## src/ssr_cfg.svh

```systemverilog
// register offsets, field positions, reset values and timing counts of the serial slave receiver
`ifndef SSR_CFG_SVH
`define SSR_CFG_SVH
// ==========================================
// register byte offsets
`define SSR_OFF_MODE 8'h00
`define SSR_OFF_COMM 8'h04
`define SSR_OFF_DATA 8'h08
`define SSR_OFF_OLVL 8'h0C
`define SSR_OFF_OEN 8'h10
`define SSR_OFF_START 8'h14
`define SSR_OFF_ISC 8'h18
`define SSR_OFF_STAT 8'h1C
`define SSR_OFF_PSC 8'h20
`define SSR_OFF_CLR 8'h24
`define SSR_OFF_STOP 8'h28
// ==========================================
// field positions
`define SSR_MODE_CKS 15
`define SSR_MODE_MD0 0
`define SSR_COMM_DAP 13
`define SSR_COMM_CKP 12
`define SSR_COMM_DIR 7
`define SSR_COMM_DLS 0
`define SSR_ISC_SSIE 7
`define SSR_START_CH0 0
`define SSR_STAT_OVF 0
`define SSR_STAT_BFF 5
`define SSR_STAT_TSF 6
// ==========================================
// reset values and masks
`define SSR_MODE_RST 16'h0000
`define SSR_COMM_RST 16'h0001
`define SSR_ISC_RST 8'h00
`define SSR_ISC_MASK 8'h83
`define SSR_PSC_RST 8'h00
`define SSR_RESP_OKAY 2'b00
`define SSR_RESP_SLVERR 2'b10
// ==========================================
// timing: pin synchroniser depth, word lengths
`define SSR_SYNC_STAGES 3
`define SSR_LEN7 4'h7
`define SSR_LEN8 4'h8
`endif

```

## src/ssr_pkg.sv

```systemverilog
// shared types of the serial slave receiver
package ssr_pkg;
  // ==========================================
  // shifter states
  typedef enum logic {
    SH_IDLE,
    SH_SHIFT
  } ssr_sh_e;
  // byte of shifted data
  typedef logic [7:0] ssr_byte_t;
endpackage

```

## src/ssr_if.sv

```systemverilog
// link between the register side and the shifter
`timescale 1ns/1ps
`default_nettype none
interface ssr_if;
  import ssr_pkg::*;
  logic mck_en; // operation clock enable pulse
  logic sck; // filtered serial clock level
  logic si; // filtered serial data level
  logic ss_active; // select gating result, high lets shifting run
  logic enable; // channel started
  logic dap; // data phase
  logic ckp; // clock polarity
  logic dir; // bit order, 1 lsb first
  logic len8; // 1 eight-bit words
  logic done; // word complete pulse
  ssr_byte_t word; // completed word
  logic last; // final bit begins pulse
  logic busy; // transfer in progress
  modport ctl (output mck_en, sck, si, ss_active, enable, dap, ckp, dir, len8,
               input done, word, last, busy);
  modport shf (input mck_en, sck, si, ss_active, enable, dap, ckp, dir, len8,
               output done, word, last, busy);
endinterface
`default_nettype wire

```

## src/ssr_shift.sv

```systemverilog
// serial input shifter of the slave receiver
`timescale 1ns/1ps
`default_nettype none
module ssr_shift
  import ssr_pkg::*;
(
  input wire logic clk_i,
  input wire logic rst_n_i,
  ssr_if.shf bus
);
`include "ssr_cfg.svh"
  ssr_sh_e state_q, state_d; // shifter state
  logic [3:0] cnt_q, cnt_d; // bits taken in this word
  ssr_byte_t sr_q, sr_d; // shift register
  ssr_byte_t word_q, word_d; // last completed word
  logic prev_q, prev_d; // clock level at previous operation tick
  logic done_q, done_d; // completion pulse
  logic last_q, last_d; // final bit pulse
  logic sck_now; // clock after polarity choice
  logic samp; // sampling edge seen
  logic [3:0] nbits; // word length

  // ==========================================
  // next state: edge detect on operation clock ticks only
  always_comb begin
    sck_now = bus.sck ^ bus.ckp;
    // phase 1 samples on the opposite edge, half a clock later
    samp = bus.dap ? (prev_q & ~sck_now) : (~prev_q & sck_now);
    nbits = bus.len8 ? `SSR_LEN8 : `SSR_LEN7;
    state_d = state_q;
    cnt_d = cnt_q;
    sr_d = sr_q;
    word_d = word_q;
    done_d = 1'b0;
    last_d = 1'b0;
    // slower than the tick rate the edge is always seen
    prev_d = bus.mck_en ? sck_now : prev_q;
    case (state_q)
      SH_IDLE, SH_SHIFT: begin
        if (!bus.enable || !bus.ss_active) begin
          // select high: edges are ignored, partial word dropped
          state_d = SH_IDLE;
          cnt_d = 4'h0;
        end else if (bus.mck_en && samp) begin
          sr_d = bus.dir ? {bus.si, sr_q[7:1]} : {sr_q[6:0], bus.si};
          if (cnt_q == nbits - 4'h1) begin
            state_d = SH_IDLE;
            cnt_d = 4'h0;
            done_d = 1'b1;
            // seven-bit lsb-first words sit one place high
            if (bus.len8)
              word_d = sr_d;
            else if (bus.dir)
              word_d = {1'b0, sr_d[7:1]};
            else
              word_d = {1'b0, sr_d[6:0]};
          end else begin
            state_d = SH_SHIFT;
            cnt_d = cnt_q + 4'h1;
            last_d = (cnt_q + 4'h1 == nbits - 4'h1);
          end
        end
      end
      default: begin
        state_d = SH_IDLE;
        cnt_d = 4'h0;
      end
    endcase
  end

  // ==========================================
  // registers
  always_ff @(posedge clk_i or negedge rst_n_i) begin
    if (!rst_n_i) begin
      state_q <= SH_IDLE;
      cnt_q <= 4'h0;
      sr_q <= 8'h00;
      word_q <= 8'h00;
      prev_q <= 1'b0;
      done_q <= 1'b0;
      last_q <= 1'b0;
    end else begin
      state_q <= state_d;
      cnt_q <= cnt_d;
      sr_q <= sr_d;
      word_q <= word_d;
      prev_q <= prev_d;
      done_q <= done_d;
      last_q <= last_d;
    end
  end

  assign bus.done = done_q;
  assign bus.word = word_q;
  assign bus.last = last_q;
  assign bus.busy = (state_q == SH_SHIFT);
endmodule
`default_nettype wire

```

## src/ssr_top.sv

```systemverilog
// clocked serial slave receiver with its axi4-lite register slave
//
// Our own choices: the placing of the registers and register access over AXI4-Lite.
`timescale 1ns/1ps
`default_nettype none
module ssr_top
  import ssr_pkg::*;
#(
  parameter int AW = 8 // byte address width
) (
  input wire logic SYS_CLK_I,
  input wire logic RST_N_I,
  input wire logic [AW-1:0] S_AXI_AWADDR_I,
  input wire logic S_AXI_AWVALID_I,
  output logic S_AXI_AWREADY_O,
  input wire logic [31:0] S_AXI_WDATA_I,
  input wire logic [3:0] S_AXI_WSTRB_I,
  input wire logic S_AXI_WVALID_I,
  output logic S_AXI_WREADY_O,
  output logic [1:0] S_AXI_BRESP_O,
  output logic S_AXI_BVALID_O,
  input wire logic S_AXI_BREADY_I,
  input wire logic [AW-1:0] S_AXI_ARADDR_I,
  input wire logic S_AXI_ARVALID_I,
  output logic S_AXI_ARREADY_O,
  output logic [31:0] S_AXI_RDATA_O,
  output logic [1:0] S_AXI_RRESP_O,
  output logic S_AXI_RVALID_O,
  input wire logic S_AXI_RREADY_I,
  input wire logic SERIAL_CLOCK_PIN_I,
  input wire logic SERIAL_DATA_IN_PIN_I,
  input wire logic SLAVE_SELECT_PIN_N_I,
  output logic CHANNEL_INTERRUPT_O
);
`include "ssr_cfg.svh"

  // ==========================================
  // helpers
  // merge a 16-bit register with the low two byte lanes
  function automatic logic [15:0] merge16(input logic [15:0] old, input logic [31:0] wd,
                                          input logic [3:0] strb);
    logic [15:0] r;
    r = old;
    if (strb[0])
      r[7:0] = wd[7:0];
    if (strb[1])
      r[15:8] = wd[15:8];
    return r;
  endfunction

  // prescaler tick when the low n bits of the counter are all ones
  function automatic logic tick_of(input logic [15:0] cnt, input logic [3:0] n);
    logic [15:0] mask;
    mask = 16'hFFFF << n;
    return &(cnt | mask);
  endfunction

  // ==========================================
  // pin synchronisers: three stages, change taken when stages 2 and 3 agree
  logic [2:0] s1_q, s2_q, s3_q; // bit 0 clock, 1 data, 2 select
  logic [2:0] filt_q, filt_d; // accepted pin levels
  logic [2:0] pins; // raw pins gathered

  // filter next value
  always_comb begin
    pins = {SLAVE_SELECT_PIN_N_I, SERIAL_DATA_IN_PIN_I, SERIAL_CLOCK_PIN_I};
    filt_d = filt_q;
    for (int i = 0; i < 3; i++) begin
      if (s2_q[i] == s3_q[i])
        filt_d[i] = s3_q[i];
    end
  end

  // stage one feeds stage two only
  always_ff @(posedge SYS_CLK_I or negedge RST_N_I) begin
    if (!RST_N_I) begin
      s1_q <= 3'b100;
      s2_q <= 3'b100;
      s3_q <= 3'b100;
      filt_q <= 3'b100; // select idles high
    end else begin
      s1_q <= pins;
      s2_q <= s1_q;
      s3_q <= s2_q;
      filt_q <= filt_d;
    end
  end

  // ==========================================
  // registers and bus state
  logic [15:0] mode_q, mode_d; // channel_mode
  logic [15:0] comm_q, comm_d; // channel_comm_setup
  ssr_byte_t data_q, data_d; // data_low_byte
  logic [6:0] baud_q, baud_d; // upper data register bits, kept only
  logic [15:0] olvl_q, olvl_d; // serial_output_level, unused here
  logic [15:0] oen_q, oen_d; // serial_output_enable, unused here
  logic [7:0] isc_q, isc_d; // input_switch_control
  logic [7:0] psc_q, psc_d; // prescaler_setting: a in [3:0], b in [7:4]
  logic en_q, en_d; // channel running
  logic bff_q, bff_d; // buffer_full_flag
  logic ovf_q, ovf_d; // overrun_flag
  logic md0_lat_q, md0_lat_d; // interrupt source as seen at final bit
  logic int_q, int_d; // channel_interrupt pulse
  logic [15:0] pcnt_q, pcnt_d; // prescaler counter
  logic mck_q, mck_d; // operation clock enable
  logic awr_q, awr_d; // awready
  logic wr_q, wr_d; // wready
  logic awh_q, awh_d; // write address held
  logic wh_q, wh_d; // write data held
  logic [AW-1:0] waddr_q, waddr_d; // held write address
  logic [31:0] wdata_q, wdata_d; // held write data
  logic [3:0] wstrb_q, wstrb_d; // held strobes
  logic bv_q, bv_d; // bvalid
  logic [1:0] br_q, br_d; // bresp
  logic arr_q, arr_d; // arready
  logic rv_q, rv_d; // rvalid
  logic [31:0] rd_q, rd_d; // rdata
  logic [1:0] rr_q, rr_d; // rresp
  logic do_wr; // both halves of a write held
  logic do_rd; // read address taken now
  logic rd_data_now; // data register read now
  logic [7:0] wa; // write byte offset
  logic [7:0] ra; // read byte offset

  ssr_if sif ();

  // ==========================================
  // next values of registers, flags, prescaler and bus
  always_comb begin
    mode_d = mode_q;
    comm_d = comm_q;
    data_d = data_q;
    baud_d = baud_q;
    olvl_d = olvl_q;
    oen_d = oen_q;
    isc_d = isc_q;
    psc_d = psc_q;
    en_d = en_q;
    bff_d = bff_q;
    ovf_d = ovf_q;
    md0_lat_d = md0_lat_q;
    waddr_d = waddr_q;
    wdata_d = wdata_q;
    wstrb_d = wstrb_q;
    br_d = br_q;
    rd_d = rd_q;
    rr_d = rr_q;
    awh_d = awh_q;
    wh_d = wh_q;
    bv_d = bv_q;
    rv_d = rv_q;
    wa = 8'(waddr_q);
    ra = 8'(S_AXI_ARADDR_I);
    // free-running prescaler; one enable picked as operation clock
    pcnt_d = pcnt_q + 16'h0001;
    mck_d = mode_q[`SSR_MODE_CKS] ? tick_of(pcnt_q, psc_q[7:4])
                                  : tick_of(pcnt_q, psc_q[3:0]);
    // address and data may come in either order
    if (S_AXI_AWVALID_I && awr_q) begin
      awh_d = 1'b1;
      waddr_d = S_AXI_AWADDR_I;
    end
    if (S_AXI_WVALID_I && wr_q) begin
      wh_d = 1'b1;
      wdata_d = S_AXI_WDATA_I;
      wstrb_d = S_AXI_WSTRB_I;
    end
    if (bv_q && S_AXI_BREADY_I)
      bv_d = 1'b0;
    do_wr = awh_q && wh_q && !bv_q;
    do_rd = S_AXI_ARVALID_I && arr_q;
    rd_data_now = do_rd && (ra == `SSR_OFF_DATA);
    // register writes
    if (do_wr) begin
      awh_d = 1'b0;
      wh_d = 1'b0;
      bv_d = 1'b1;
      br_d = `SSR_RESP_OKAY;
      case (wa)
        `SSR_OFF_MODE: mode_d = merge16(mode_q, wdata_q, wstrb_q);
        `SSR_OFF_COMM: comm_d = merge16(comm_q, wdata_q, wstrb_q);
        `SSR_OFF_DATA: begin
          // pending word is simply replaced, flag untouched
          if (wstrb_q[0])
            data_d = wdata_q[7:0];
          if (wstrb_q[1])
            baud_d = wdata_q[15:9];
        end
        `SSR_OFF_OLVL: olvl_d = merge16(olvl_q, wdata_q, wstrb_q);
        `SSR_OFF_OEN: oen_d = merge16(oen_q, wdata_q, wstrb_q);
        `SSR_OFF_START: begin
          if (wstrb_q[0] && wdata_q[`SSR_START_CH0])
            en_d = 1'b1;
        end
        `SSR_OFF_STOP: begin
          if (wstrb_q[0] && wdata_q[`SSR_START_CH0])
            en_d = 1'b0;
        end
        `SSR_OFF_ISC: begin
          if (wstrb_q[0])
            isc_d = wdata_q[7:0] & `SSR_ISC_MASK;
        end
        `SSR_OFF_PSC: begin
          if (wstrb_q[0])
            psc_d = wdata_q[7:0];
        end
        `SSR_OFF_CLR: begin
          if (wstrb_q[0] && wdata_q[`SSR_STAT_OVF])
            ovf_d = 1'b0;
        end
        `SSR_OFF_STAT: br_d = `SSR_RESP_OKAY; // read-only, write ignored
        default: br_d = `SSR_RESP_SLVERR; // unmapped
      endcase
    end
    // register reads
    if (rv_q && S_AXI_RREADY_I)
      rv_d = 1'b0;
    if (do_rd) begin
      rv_d = 1'b1;
      rr_d = `SSR_RESP_OKAY;
      case (ra)
        `SSR_OFF_MODE: rd_d = {16'h0000, mode_q};
        `SSR_OFF_COMM: rd_d = {16'h0000, comm_q};
        `SSR_OFF_DATA: rd_d = {16'h0000, baud_q, 1'b0, data_q};
        `SSR_OFF_OLVL: rd_d = {16'h0000, olvl_q};
        `SSR_OFF_OEN: rd_d = {16'h0000, oen_q};
        `SSR_OFF_START: rd_d = {31'h0000_0000, en_q};
        `SSR_OFF_STOP: rd_d = 32'h0000_0000;
        `SSR_OFF_ISC: rd_d = {24'h00_0000, isc_q};
        `SSR_OFF_PSC: rd_d = {24'h00_0000, psc_q};
        `SSR_OFF_CLR: rd_d = 32'h0000_0000;
        `SSR_OFF_STAT: begin
          rd_d = 32'h0000_0000;
          rd_d[`SSR_STAT_OVF] = ovf_q; // only error flag
          rd_d[`SSR_STAT_BFF] = bff_q;
          rd_d[`SSR_STAT_TSF] = sif.busy;
        end
        default: begin
          rd_d = 32'h0000_0000;
          rr_d = `SSR_RESP_SLVERR;
        end
      endcase
    end
    // reading the data register frees the buffer
    if (rd_data_now)
      bff_d = 1'b0;
    // source bit freezes when the final bit starts, yet is taken again from mode in the cycle the word lands
    if (!sif.busy || sif.last)
      md0_lat_d = mode_q[`SSR_MODE_MD0];
    // word landing: sets win over read and clear in the same cycle
    if (sif.done) begin
      data_d = sif.word;
      bff_d = 1'b1;
      if (bff_q && !rd_data_now)
        ovf_d = 1'b1;
    end
    // transfer end is the only source; buffer-empty setting raises nothing
    int_d = sif.done && !md0_lat_d;
    awr_d = !awh_d && !bv_d;
    wr_d = !wh_d && !bv_d;
    arr_d = !rv_d;
  end

  // ==========================================
  // register everything
  always_ff @(posedge SYS_CLK_I or negedge RST_N_I) begin
    if (!RST_N_I) begin
      mode_q <= `SSR_MODE_RST;
      comm_q <= `SSR_COMM_RST;
      data_q <= 8'h00;
      baud_q <= 7'h00;
      olvl_q <= 16'h0000;
      oen_q <= 16'h0000;
      isc_q <= `SSR_ISC_RST;
      psc_q <= `SSR_PSC_RST;
      en_q <= 1'b0;
      bff_q <= 1'b0;
      ovf_q <= 1'b0;
      md0_lat_q <= 1'b0;
      int_q <= 1'b0;
      pcnt_q <= 16'h0000;
      mck_q <= 1'b0;
      awr_q <= 1'b0;
      wr_q <= 1'b0;
      awh_q <= 1'b0;
      wh_q <= 1'b0;
      waddr_q <= '0;
      wdata_q <= 32'h0000_0000;
      wstrb_q <= 4'h0;
      bv_q <= 1'b0;
      br_q <= 2'b00;
      arr_q <= 1'b0;
      rv_q <= 1'b0;
      rd_q <= 32'h0000_0000;
      rr_q <= 2'b00;
    end else begin
      mode_q <= mode_d;
      comm_q <= comm_d;
      data_q <= data_d;
      baud_q <= baud_d;
      olvl_q <= olvl_d;
      oen_q <= oen_d;
      isc_q <= isc_d;
      psc_q <= psc_d;
      en_q <= en_d;
      bff_q <= bff_d;
      ovf_q <= ovf_d;
      md0_lat_q <= md0_lat_d;
      int_q <= int_d;
      pcnt_q <= pcnt_d;
      mck_q <= mck_d;
      awr_q <= awr_d;
      wr_q <= wr_d;
      awh_q <= awh_d;
      wh_q <= wh_d;
      waddr_q <= waddr_d;
      wdata_q <= wdata_d;
      wstrb_q <= wstrb_d;
      bv_q <= bv_d;
      br_q <= br_d;
      arr_q <= arr_d;
      rv_q <= rv_d;
      rd_q <= rd_d;
      rr_q <= rr_d;
    end
  end

  // ==========================================
  // shifter hookup
  assign sif.mck_en = mck_q;
  assign sif.sck = filt_q[0];
  assign sif.si = filt_q[1];
  // pin ignored unless enabled; low level selects
  assign sif.ss_active = isc_q[`SSR_ISC_SSIE] ? ~filt_q[2] : 1'b1;
  assign sif.enable = en_q;
  assign sif.dap = comm_q[`SSR_COMM_DAP];
  assign sif.ckp = comm_q[`SSR_COMM_CKP];
  assign sif.dir = comm_q[`SSR_COMM_DIR];
  assign sif.len8 = comm_q[`SSR_COMM_DLS];

  ssr_shift u_shift (
    .clk_i(SYS_CLK_I),
    .rst_n_i(RST_N_I),
    .bus(sif)
  );

  // outputs straight from flops
  assign S_AXI_AWREADY_O = awr_q;
  assign S_AXI_WREADY_O = wr_q;
  assign S_AXI_BVALID_O = bv_q;
  assign S_AXI_BRESP_O = br_q;
  assign S_AXI_ARREADY_O = arr_q;
  assign S_AXI_RVALID_O = rv_q;
  assign S_AXI_RDATA_O = rd_q;
  assign S_AXI_RRESP_O = rr_q;
  assign CHANNEL_INTERRUPT_O = int_q;
endmodule
`default_nettype wire

```

## config.mk

```make
export PLATFORM = sky130hd
export DESIGN_NAME = ssr_top
export DESIGN_NICKNAME = d
export VERILOG_FILES = /design/src/ssr_pkg.sv /design/src/ssr_if.sv /design/src/ssr_shift.sv /design/src/ssr_top.sv
export VERILOG_INCLUDE_DIRS = /design/src /design/src/src
export SDC_FILE = /design/constraint.sdc
export NUM_CORES = 1
export LEC_CHECK = 0
export BUFFER_PORTS_ARGS = -buffer_cell sky130_fd_sc_hd__buf_4
export CORE_MARGIN = 1
export CORE_UTILIZATION = 50
export DETAILED_ROUTE_END_ITERATION = 6
export HOLD_SLACK_MARGIN = 0.12
export PLACE_DENSITY = 0.73
export SYNTH_ARGS = -nofsm -noshare
export SYNTH_HDL_FRONTEND = slang
export SYNTH_SLANG_ARGS = --single-unit
```

## constraint.sdc

```tcl
create_clock -name SYS_CLK_I -period 2.6 [get_ports SYS_CLK_I]
set_clock_uncertainty 0.05 [all_clocks]
set_input_delay 0 -clock SYS_CLK_I [delete_from_list [all_inputs] [get_ports SYS_CLK_I]]
set_output_delay 0 -clock SYS_CLK_I [all_outputs]
set_load 0.01 [all_outputs]
```

## Word-level counts from Yosys, hierarchy flattened

Cells that the tools add are included.

| storage, ports and cells | value |
|---|---|
| input port bits | 62 |
| output and inout port bits | 42 |
| flip-flop bits (word level) | 217 |

| cells by class | value |
|---|---|
| mux-type cells | 45 |
| reductions and logical operators | 53 |
| add/sub/neg operators | 3 |
| shift-type cells | 2 |
| eq/ne operators | 27 |
| bitwise operators | 9 |

Operators with widths:

| kind | count |
|---|---|
| case mux 16 bit (9 select lines) | 1 |
| == test 8 x 5 -> 1 bit (second input constant) | 8 |
| == test 8 x 6 -> 1 bit (second input constant) | 6 |
| two-way mux 8 bit | 6 |
| AND reduction 3 bit | 13 |
| == test 8 x 4 -> 1 bit (second input constant) | 4 |
| bitwise OR 16 bit | 2 |
| AND reduction 16 bit | 2 |
| left shift 16 x 4 -> 16 bit (first input constant) | 2 |
| two-way mux 1 bit | 30 |
| OR reduction 11 bit | 2 |
| adder 16 x 1 -> 16 bit (second input constant) | 1 |
| == test 8 x 3 -> 1 bit (second input constant) | 2 |
| logical NOT 8 bit | 2 |
| two-way mux 4 bit | 4 |
| logical AND 1 bit | 14 |
| nonzero test 2 bit | 6 |
| logical NOT 1 bit | 10 |
| == test 4 bit | 2 |
| two-way mux 7 bit | 1 |
| adder 4 x 1 -> 4 bit (second input constant) | 1 |
| two-way mux 2 bit | 2 |
| != test 2 bit (second input constant) | 2 |
| NOT 1 bit | 4 |
| 8 further kinds | 12 |

## Logic depth before layout (Yosys ltp)

Gate-level depths: netlist (run 1).

| depth | value |
|---|---|
| depth in word-level cells | 7 |
| depth in mapped cells | 7 |
| mapped depth without buffers | 6 |

## By module

A second synthesis (run 1) with hierarchy kept.

| second synthesis, totals | value |
|---|---|
| cells, all modules | 768 |
| area, all modules | 9215.1 um2 |

Modules (own cells, without submodules):

| module | cells each | times used | area each (um2) |
|---|---|---|---|
| ssr_top | 659 | 1 | 7941.4 |
| ssr_shift | 109 | 1 | 1273.7 |

## Worst setup path before layout (run 1)

Ideal clock, no wire load.

| timing | value |
|---|---|
| path type | reg-to-reg |
| start | register comm_q[12] |
| end | register u_shift.word_q[0] (netlist: u_shift.bus.word[0]) |
| cell stages (with the launch flop) | 7 |
| path slack | 0.565 ns |
| required time | 2.425 ns |
| data arrival time | 1.860 ns |
| period minus slack after synthesis | 2.035 ns |
| library setup time | 0.125 ns |
| cell sequence | dfrtp_1 > xor2_1 > mux2i_1 > nand4_1 > or4_1 > buf_6 > mux2_4 |

| between the ends | value |
|---|---|
| cells in the longest elaborated chain, start to end | 6 |
| elaborated cells between the ends (all ways) | 7 |

Ends and longest elaborated chain:

| what | RTL line | RTL |
|---|---|---|
| start: declaration | ssr_top.sv:92 | `logic [15:0] comm_q, comm_d;` |
| start signal: assignment | ssr_top.sv:269 | `` comm_q <= `SSR_COMM_RST; `` |
| start signal: assignment | ssr_top.sv:298 | `comm_q <= comm_d;` |
| XOR 1 bit * | ssr_shift.sv:26 | `sck_now = bus.sck ^ bus.ckp;` |
| NOT 1 bit | ssr_shift.sv:28 | `samp = bus.dap ? (prev_q & ~sck_now) : (~prev_q & sck_now);` |
| bitwise AND 1 bit | ssr_shift.sv:28 |  |
| two-way mux 1 bit * | ssr_shift.sv:28 |  |
| logical AND 1 bit * | ssr_shift.sv:44 | `end else if (bus.mck_en && samp) begin` |
| AND reduction 3 bit (no source line) * | - |  |
| end signal: assignment | ssr_shift.sv:86 | `word_q <= word_d;` |
| end: declaration | ssr_shift.sv:15 | `ssr_byte_t word_q, word_d;` |

Mark *: on every way between the ends. The rest lies on a longest branch, timed or not.
A chain may end at the register's enable or synchronous reset.

## Worst setup path in the final report (run 1)

| timing | value |
|---|---|
| start | register comm_q[12] |
| end | register u_shift.word_q[2] (netlist: u_shift.bus.word[2]) |

The elaborated chain is that of the path after synthesis.

==> run summary, run 1 <==
The flow ran to the end, and the final reports show no timing, DRC or antenna violations. Routability-driven placement finished with a final weighted congestion of 0.850. The floorplan step defined a core boundary enclosing 18,000 um^2. The synthesized design contains 198 register bits.

The count of port buffers added during placement came out at 67. The number of nets at the end of the flow is 945. The peak per-stage delay on the critical path is 650 ps. The tightest min-delay check is of the input port to asynchronous set/reset pin type. The async set-reset flop share out of synthesis is 100%.

Counting I/O delays and the setup requirement, the final critical path takes 2430 ps. The antenna diode count came out at 0. The synthesized design contains 0 enable-type register cells. The clock root buffer is sky130_fd_sc_hd__clkbuf_16. The mux contribution to synthesized area came out at 20.5%. The critical path is of the flop to flop type. The total die area is 18,900 um^2. Of the total synthesized cell area, the portion taken by AND, OR, NAND and NOR gates is 10.3%.

Setup repair after global routing left no endpoint under its margin. The placement row count came out at 49. The die is 138 um tall. The area fraction in compound gates after synthesis is 9.20%. For this run, the register share of the synthesized area comes to 54.0%. STA classifies the critical path endpoint as a flop. The detailed router placed 6,380 vias in this run. The setup slack of the worst register-to-register path is 170 ps.

The number of standard cells in the final layout excluding fillers came out at 1,123. The maximum fanout encountered on the critical timing path came out at 8. The total number of clock tree sinks came out at 198.

The half-perimeter wire length after placement is 13,900 um. The clock-pin slew on the worst setup and hold paths came out at 70 ps. The initial antenna violation count is 0. The maximum achievable frequency is 411 MHz. Among all stages on the critical path, the largest delay is contributed by sky130_fd_sc_hd__or4_1. The critical path goes through xor2_1, mux2i_1, nand4_1, or4_1, mux2_4.

The detailed router's first-iteration violation count came out at 537. The insertion delay of the later-clocked pin in the worst-skew pair came out at 420 ps. The final number of setup-violating endpoints came out at 0.

The number of setup buffers added after CTS came out at 0. The number of global-route vias before repair was 6,183. The number of optimization iterations in the first detailed-route pass came out at 6. The quantity of gates resized following cts came out at 0.

The logic depth of the worst register-to-register path came out at 5. The area growth from synthesis to layout is 18.9%. After synthesis, the largest family of logic cells by area is multiplexers. The standby leakage power is 4.97 nW. Dividing total power by cell area gives a power density of 729 nW/um^2. For this configuration, the core starts out at a cell density of 51.2%. The pin slew with the least headroom to its limit is 1050 ps. The detail route stage leaves a number of antenna-violating nets equal to 0. The number of placed instances, taps included is 1,048. The average cell area after synthesis is 11.9 um^2. The max-cap violation count is 0. The endpoint of the worst register-to-register path is u_shift.bus.word[2]. After technology mapping, the gate count stands at 771. The netlist area before placement is 9190 um^2. For this run the aggregate overflow at the end of global routing stands at 0. The CTS tree is yes. The worst setup path is launched from a flop.

In this run the count of I/O pins placed on the die edge is 104. The post-detailed-route wirelength per cell came out at 18.5 um. Measured against its own limit, the worst slew margin works out to 29.7%. Wires add up to 20,800 um.

The final standard cell utilization of the core came out at 60.8%. The worst path arrival time is 2690 ps. The total DRC errors in the routed layout is 0.

No sink is reached through more buffers than the 2 on the longest clock path. The beginning of the worst register-to-register path is comm_q[12]. The proportion of layout cells with a drive suffix above 1 came out at 28.2%. The multi-input combinational cells in the finished layout cover a total of 3960 um^2.

The number of levels the H-tree was split into is 4. The wire length of the first global-routing pass is 33,200 um. The final number of hold-violating endpoints is 0. The share of the clock period used by the worst path came out at 93.5%. The Yosys step of the flow raised 0 warnings.

The worst IR drop on VDD came out at 0.619 mV. Summing the areas of all fa, ha and maj instances in the mapped netlist gives 0.599% of the synthesized area. The overall global routing resource usage came out at 23.5%. The width of the chip is 138 um. The count of final max-slew check failures is 0. Entering global routing, the biggest net connects 82 pins. Buffers inserted during clock tree synthesis total 17. The detailed-route vias per instance came out at 5.68. The sequential cells in the finished layout cover a total of 4960 um^2. The worst endpoint required time is 2860 ps.

The number of unique standard cell types used by synthesis is 66. After filler insertion, the fill cell instance count of the layout stands at 1,419. For this run, the leading register cell type out of synthesis is sky130_fd_sc_hd__dfrtp_1.

Of the total synthesized cell area, the portion taken by XOR and XNOR cells is 1.72%. The setup TNS came out at 0 ps.
-- cell type report --
type                    count  area share, %
clock buffers              27           4.79
clock inverters             5          0.584
inverters                  13          0.447
multi-input cells         526           36.3
flip-flops and latches    198           45.4
well taps                 229           2.62
repair buffers            125           9.86
-- cell usage after synthesis (3+ instances only) --
library cell               instances  area share, %
sky130_fd_sc_hd__a21boi_0          4           0.33
sky130_fd_sc_hd__a21oi_1          22            1.2
sky130_fd_sc_hd__a221o_1           5           0.54
sky130_fd_sc_hd__a221oi_1          3           0.29
sky130_fd_sc_hd__a22o_1            8           0.76
sky130_fd_sc_hd__a22oi_1           8           0.65
sky130_fd_sc_hd__a31oi_1           7           0.48
sky130_fd_sc_hd__a32o_1            3           0.33
sky130_fd_sc_hd__a32oi_1           5           0.48
sky130_fd_sc_hd__and2_1            4           0.27
sky130_fd_sc_hd__and3_1            4           0.27
sky130_fd_sc_hd__buf_2             6           0.33
sky130_fd_sc_hd__buf_4            18            1.5
sky130_fd_sc_hd__clkbuf_1         22           0.90
sky130_fd_sc_hd__dfrtp_1         193             53
sky130_fd_sc_hd__dfstp_2           5            1.4
sky130_fd_sc_hd__inv_1            13           0.53
sky130_fd_sc_hd__maj3_1            3           0.33
sky130_fd_sc_hd__mux2_2          119             15
sky130_fd_sc_hd__mux2_4            7            1.1
sky130_fd_sc_hd__mux2i_1          33            3.6
sky130_fd_sc_hd__mux4_2            5            1.2
sky130_fd_sc_hd__nand2_1          71            2.9
sky130_fd_sc_hd__nand2b_1          5           0.34
sky130_fd_sc_hd__nand3_1          12           0.65
sky130_fd_sc_hd__nand3b_1          4           0.33
sky130_fd_sc_hd__nand4_1           9           0.61
sky130_fd_sc_hd__nor2_1           40            1.6
sky130_fd_sc_hd__nor2b_1           9           0.61
sky130_fd_sc_hd__nor3_1            8           0.44
sky130_fd_sc_hd__nor3b_1           4           0.33
sky130_fd_sc_hd__nor4_1            5           0.34
sky130_fd_sc_hd__o211ai_1          3           0.25
sky130_fd_sc_hd__o21ai_0          43            2.3
sky130_fd_sc_hd__o22ai_1           6           0.41
sky130_fd_sc_hd__or3_1             4           0.27
sky130_fd_sc_hd__xnor2_1          11            1.0
sky130_fd_sc_hd__xor2_1            7           0.67
-- placed cells by master, fill, tap and decap left out, types with 8 or more instances in the layout --
master,instances
sky130_fd_sc_hd__a21oi_1,22
sky130_fd_sc_hd__a22o_1,8
sky130_fd_sc_hd__o21ai_0,43
sky130_fd_sc_hd__xnor2_1,11
sky130_fd_sc_hd__inv_1,13
sky130_fd_sc_hd__nor2b_1,9
sky130_fd_sc_hd__conb_1,18
sky130_fd_sc_hd__mux2i_1,33
sky130_fd_sc_hd__nor3_1,8
sky130_fd_sc_hd__buf_4,79
sky130_fd_sc_hd__nor2_1,40
sky130_fd_sc_hd__nand3_1,12
sky130_fd_sc_hd__mux2_2,119
sky130_fd_sc_hd__nand4_1,9
sky130_fd_sc_hd__clkbuf_16,17
sky130_fd_sc_hd__a22oi_1,8
sky130_fd_sc_hd__dfrtp_1,193
sky130_fd_sc_hd__dlygate4sd3_1,43
sky130_fd_sc_hd__nand2_1,71
-- worst max-delay path by stage --
stage                                     end  cells past startpoint       start  slack, ps
after global placement    u_shift.bus.word[5]                      5  comm_q[12]        260
after detailed placement  u_shift.bus.word[3]                      5  comm_q[12]        210
after floorplan           u_shift.bus.word[0]                      6  comm_q[12]        560
final                     u_shift.bus.word[2]                      5  comm_q[12]        170
after global routing      u_shift.bus.word[2]                      5  comm_q[12]        100
after CTS                 u_shift.bus.word[2]                      5  comm_q[12]        190
-- what timing repair did --
item                       4_1_cts  5_1_grt
hold buffers                    43        0
hold endpoints to repair       229        0
setup endpoints to repair        0        0
-- critical path, delay by kind of cell, from the launching register on --
| kind | cells | cell delay [ps] |
|---|---|---|
| AND/OR/NAND/NOR | 2 | 830 |
| multiplexers | 2 | 770 |
| flip-flops | 1 | 400 |
| XOR/XNOR | 1 | 260 |
-- per-stage QoR --
step	cell area [um^2]	total power, W	hold WS, ps	setup slack [ps]
2_1_floorplan	9250	0.00478	-346	565
3_3_place_gp	9910	0.00529	28.9	265
3_5_place_dp	9910	0.00534	33.3	214
4_1_cts	10900	0.00801	130	185
5_1_grt	10900	0.00833	148	100
6_report	10900	0.00797	131	169
-- kinds of logic (layout without fill, tap and decap cells) --
group / after synthesis / in the layout
flip-flops: 198 / 198
XOR/XNOR: 18 / 18
AO/OA/AOI/OAI: 130 / 130
buffers and inverters: 64 / 170
other: 1 / 18
AND/OR/NAND/NOR: 191 / 191
multiplexers: 164 / 164
adder cells (fa/ha/maj): 5 / 5
-- flip-flops by register name, summed over array words and instances (netlist names), 15 cells and up --
signal	flops
olvl_q	16
oen_q	16
comm_q	16
wdata_q	16
mode_q	16
pcnt_q	15
S_AXI_RDATA_O	16
-- layer usage --
layer / part of all wire, % / global-route usage, % / up-vias
met1: 46 / 33.2 / 3186
met3: 5.1 / 5.81 / 23
li1: - / - / 2974
met4: 1.9 / 7.45 / 0
met2: 47 / 35.4 / 197
met5: 0 / 0 / -
-- power by group --
group,internal [W],switching (W)
clock network,0.00148,0.00112
registers,0.00353,0.000595
logic,0.000682,0.000554
total,0.00569,0.00227
Note: power is estimated with default switching activity, not from simulation.
==> run 2: changes to the inputs <==
--- a/config.mk
+++ b/config.mk
@@ -6,6 +6,8 @@
 export SDC_FILE = /design/constraint.sdc
 export NUM_CORES = 1
 export LEC_CHECK = 0
+export ABC_AREA = 1
+export ABC_CLOCK_PERIOD_IN_PS = 2600
 export BUFFER_PORTS_ARGS = -buffer_cell sky130_fd_sc_hd__buf_4
 export CORE_MARGIN = 1
 export CORE_UTILIZATION = 50
==> run summary, run 2 <==
The setup slack of the worst register-to-register path came out at 370 ps. The cell with the most instances after synthesis is sky130_fd_sc_hd__nand2_1. The maximum fanout encountered on the critical timing path came out at 13. The number of global-route vias before repair was 7,241. The minimum period implied by the final worst setup slack came out at 2390 ps. The most used flip-flop cell after synthesis is sky130_fd_sc_hd__dfrtp_1. Data on the critical path is required at its endpoint by 2920 ps. The number of register bits inferred by synthesis came out at 198.

104 I/O pins were placed. The start point of the critical path is S_AXI_ARADDR_I[0]. The insertion delay of the later-clocked pin in the worst-skew pair is 430 ps. The pin slew with the least headroom to its limit came out at 745 ps.

After technology mapping, the gate count stands at 1,106. The count of final max-slew check failures came to 0. The initial antenna violation count is 0.

In this run switching power makes up 32.7% of total power. The buffer depth of the longest clock path came out at 2. The number of nets at the end of the flow is 1,277. The clock network power share came out at 31.2%. The library cells used most frequently in the layout, excluding fill and tap cells, are sky130_fd_sc_hd__nand2_1 (373), sky130_fd_sc_hd__dfrtp_1 (193), sky130_fd_sc_hd__inv_1 (78). The count of nets left with antenna violations after detail routing came out at 0. The average cell area after synthesis is 8.55 um^2. In this run the number of H-tree levels came out at 4.

The total DRC errors in the routed layout is 0. Summed over its instances, the top area cell type makes up 51.1% of the synthesized netlist area. The tool flagged a number of max-cap violations equal to 0. The number of enable flip-flop cells after synthesis is 0. Across the VDD grid, the largest voltage drop is 0.707 mV. The post-synthesis sequential area ratio is 52.5%. The root buffer cell chosen for the clock tree is sky130_fd_sc_hd__clkbuf_16.

The count of port buffers added during placement is 67. In this run, flip-flops and latches consume 46.1% of the power. After the flow finishes, the layout carries non-filler instances totaling 1,455. TritonCTS built the clock tree.

In the post-synthesis netlist, the biggest area contributors are sky130_fd_sc_hd__dfrtp_1 (51%), sky130_fd_sc_hd__nand2_1 (15%), sky130_fd_sc_hd__o21ai_0 (4.0%), sky130_fd_sc_hd__o21ai_2 (3.9%), sky130_fd_sc_hd__inv_1 (3.1%). The maximum achievable frequency came out at 418 MHz. The overall power of the completed layout is 0.00873 W. The final number of setup-violating endpoints is 0. The logic gate share of total power came out at 22.7%.

The worst register-to-register path begins at S_AXI_AWREADY_O. Internal power comes to 0.00588 W. STA classifies the critical path startpoint as an input port. Setup repair after global routing left no endpoint under its margin. The worst hold slack after final layout is 122 ps. The largest net degree at the start of global routing came out at 82.

The number of unique standard cell types used by synthesis is 46. The wire length of the first global-routing pass is 36,900 um. The overall global routing resource usage is 24.3%. For this design, the sink count on the clock tree is 198.

The worst path arrival time is 2710 ps. The area growth from synthesis to layout is 17.6%. The post-detailed-route wirelength per cell is 15.2 um. The detailed router's first-iteration violation count is 566. The initial standard-cell utilization of the core is 51.7%. Wires add up to 22,100 um. The synthesized design spends more area on one cell type than any other, namely sky130_fd_sc_hd__dfrtp_1. The capturing element type of the critical path is a flop.

The count of yosys warnings during synthesis came out at 0. The logic depth of the worst register-to-register path came out at 6. The number of buffers inserted during clock tree synthesis is 17.

The antenna diode count came out at 0. The detailed-route vias per instance is 5.21. Clock-pin slew was measured on the worst setup and hold paths at 70 ps. The placement row count is 49.

Counting instances in the post-synthesis netlist gives the leading cell types as sky130_fd_sc_hd__nand2_1 (373), sky130_fd_sc_hd__dfrtp_1 (193), sky130_fd_sc_hd__inv_1 (78). The first detailed-routing pass ran for 5 iterations. Measured along the y axis, the die boundary spans 140 um.

The proportion of layout cells with a drive suffix above 1 came out at 17.3%. The net switching power came out at 0.00285 W. In this run the tightest slew margin relative to its limit is 50.3%. The placed instance area came out at 10,000 um^2. The floorplan step defined a die boundary enclosing 19,500 um^2. The number of vias after detailed routing is 7,579. The kind of critical path is input port to flop. The setup TNS came out at 0 ps.

The number of placed instances, taps included came out at 1,375. The standby leakage power came out at 5.48 nW. The netlist area before placement is 9450 um^2.

The floorplan step set the die width to 140 um. The async set-reset flop share out of synthesis came out at 100%. The cell area after layout is 11,100 um^2.

The area of the core came out at 18,300 um^2. In this run the power density over the cells is 785 nW/um^2. The library cell used most frequently in the layout, excluding fill and tap cells, is sky130_fd_sc_hd__nand2_1.

For this run the aggregate overflow at the end of global routing stands at 0. The half-perimeter wire length after placement came out at 14,800 um. The number of setup buffers added after CTS came out at 0.

After layout, the worst path uses 92.0% of the clock period. The last weighted congestion value of the routability-driven placer is 0.856. The type of the worst min-delay path is input port to asynchronous set/reset pin. The endpoint of the worst register-to-register path is wa[7]. The final number of hold-violating endpoints came out at 0. The flow ran to the end, and the final reports show no timing, DRC or antenna violations.
run 2: layout make-up:
| cell class | count | area (um^2) |
|---|---|---|
| fillers | 1568 | 7150 |
| flip-flops and latches | 198 | 4960 |
| multi-input cells | 788 | 3880 |
| repair buffers | 121 | 1060 |
| clock buffers | 20 | 457 |
| inverters | 87 | 327 |
| well taps | 229 | 287 |
| clock inverters | 12 | 151 |
run 2: cell families after synthesis:
logic type | Yosys count | synth area share [%]
AOI/OAI and AO/OA | 199 | 12.6
xor gates and xnor gates | 12 | 1.11
adders and majority gates | 5 | 0.582
buffers and inverters | 137 | 7.20
DFF | 198 | 52.5
muxes | 1 | 0.119
other | 1 | 0.0397
and+or+nand+nor | 553 | 25.8
run 2: how the worst max path moves through the flow:
stage / endpoint / slack, ps
finish: S_AXI_RDATA_O[1] / 210
global route: S_AXI_RDATA_O[1] / 60
CTS: S_AXI_RDATA_O[1] / 260
detailed placement: u_shift.bus.word[2] / 850
global placement: u_shift.bus.word[3] / 880
floorplan: baud_q[4] / 1180
run 2: critical path, cell delays in order:
cell and delay [ps]:
sky130_fd_sc_hd__dlygate4sd3_1 530, sky130_fd_sc_hd__buf_4 140, sky130_fd_sc_hd__nor2_4 140, sky130_fd_sc_hd__dlygate4sd3_1 620, sky130_fd_sc_hd__nand3_2 110, sky130_fd_sc_hd__nor2_2 610
sky130_fd_sc_hd__nand2_1 110, sky130_fd_sc_hd__nand2_1 130, sky130_fd_sc_hd__nor2_1 60, sky130_fd_sc_hd__nand2_1 110, sky130_fd_sc_hd__nand2_1 60, sky130_fd_sc_hd__nand2_1 70
run 2: timing repair:
action,in CTS,in global routing
hold buffers,48,0
endpoints found under the hold margin,221,0
gates resized for setup,0,0
run 2: stage by stage:
stage	worst slack [ps]	util (%)
after detailed placement	852	54.9
after global placement	877	54.9
final	209	60.9
after floorplan	1180	-
after CTS	258	60.9
after global routing	61.6	60.9
run 2: power by group through the flow:
stage / sequential (W) / clock [W] / combinational (W)
after floorplan: 0.00396 / 0 / 0.00131
after global placement: 0.00404 / 0 / 0.00180
after detailed placement: 0.00406 / 0 / 0.00185
after CTS: 0.00401 / 0.00277 / 0.00197
after global routing: 0.00408 / 0.00291 / 0.00224
final: 0.00402 / 0.00272 / 0.00198
run 2: metal layers:
| layer | wire (um) | part of all wire (%) | global-route usage [%] |
|---|---|---|---|
| met1 | 10500 | 48 | 35.1 |
| met2 | 10000 | 45 | 37.8 |
| met3 | 1280 | 5.8 | 4.16 |
| met4 | 270 | 1.2 | 6.73 |
| met5 | 0 | 0 | 0 |
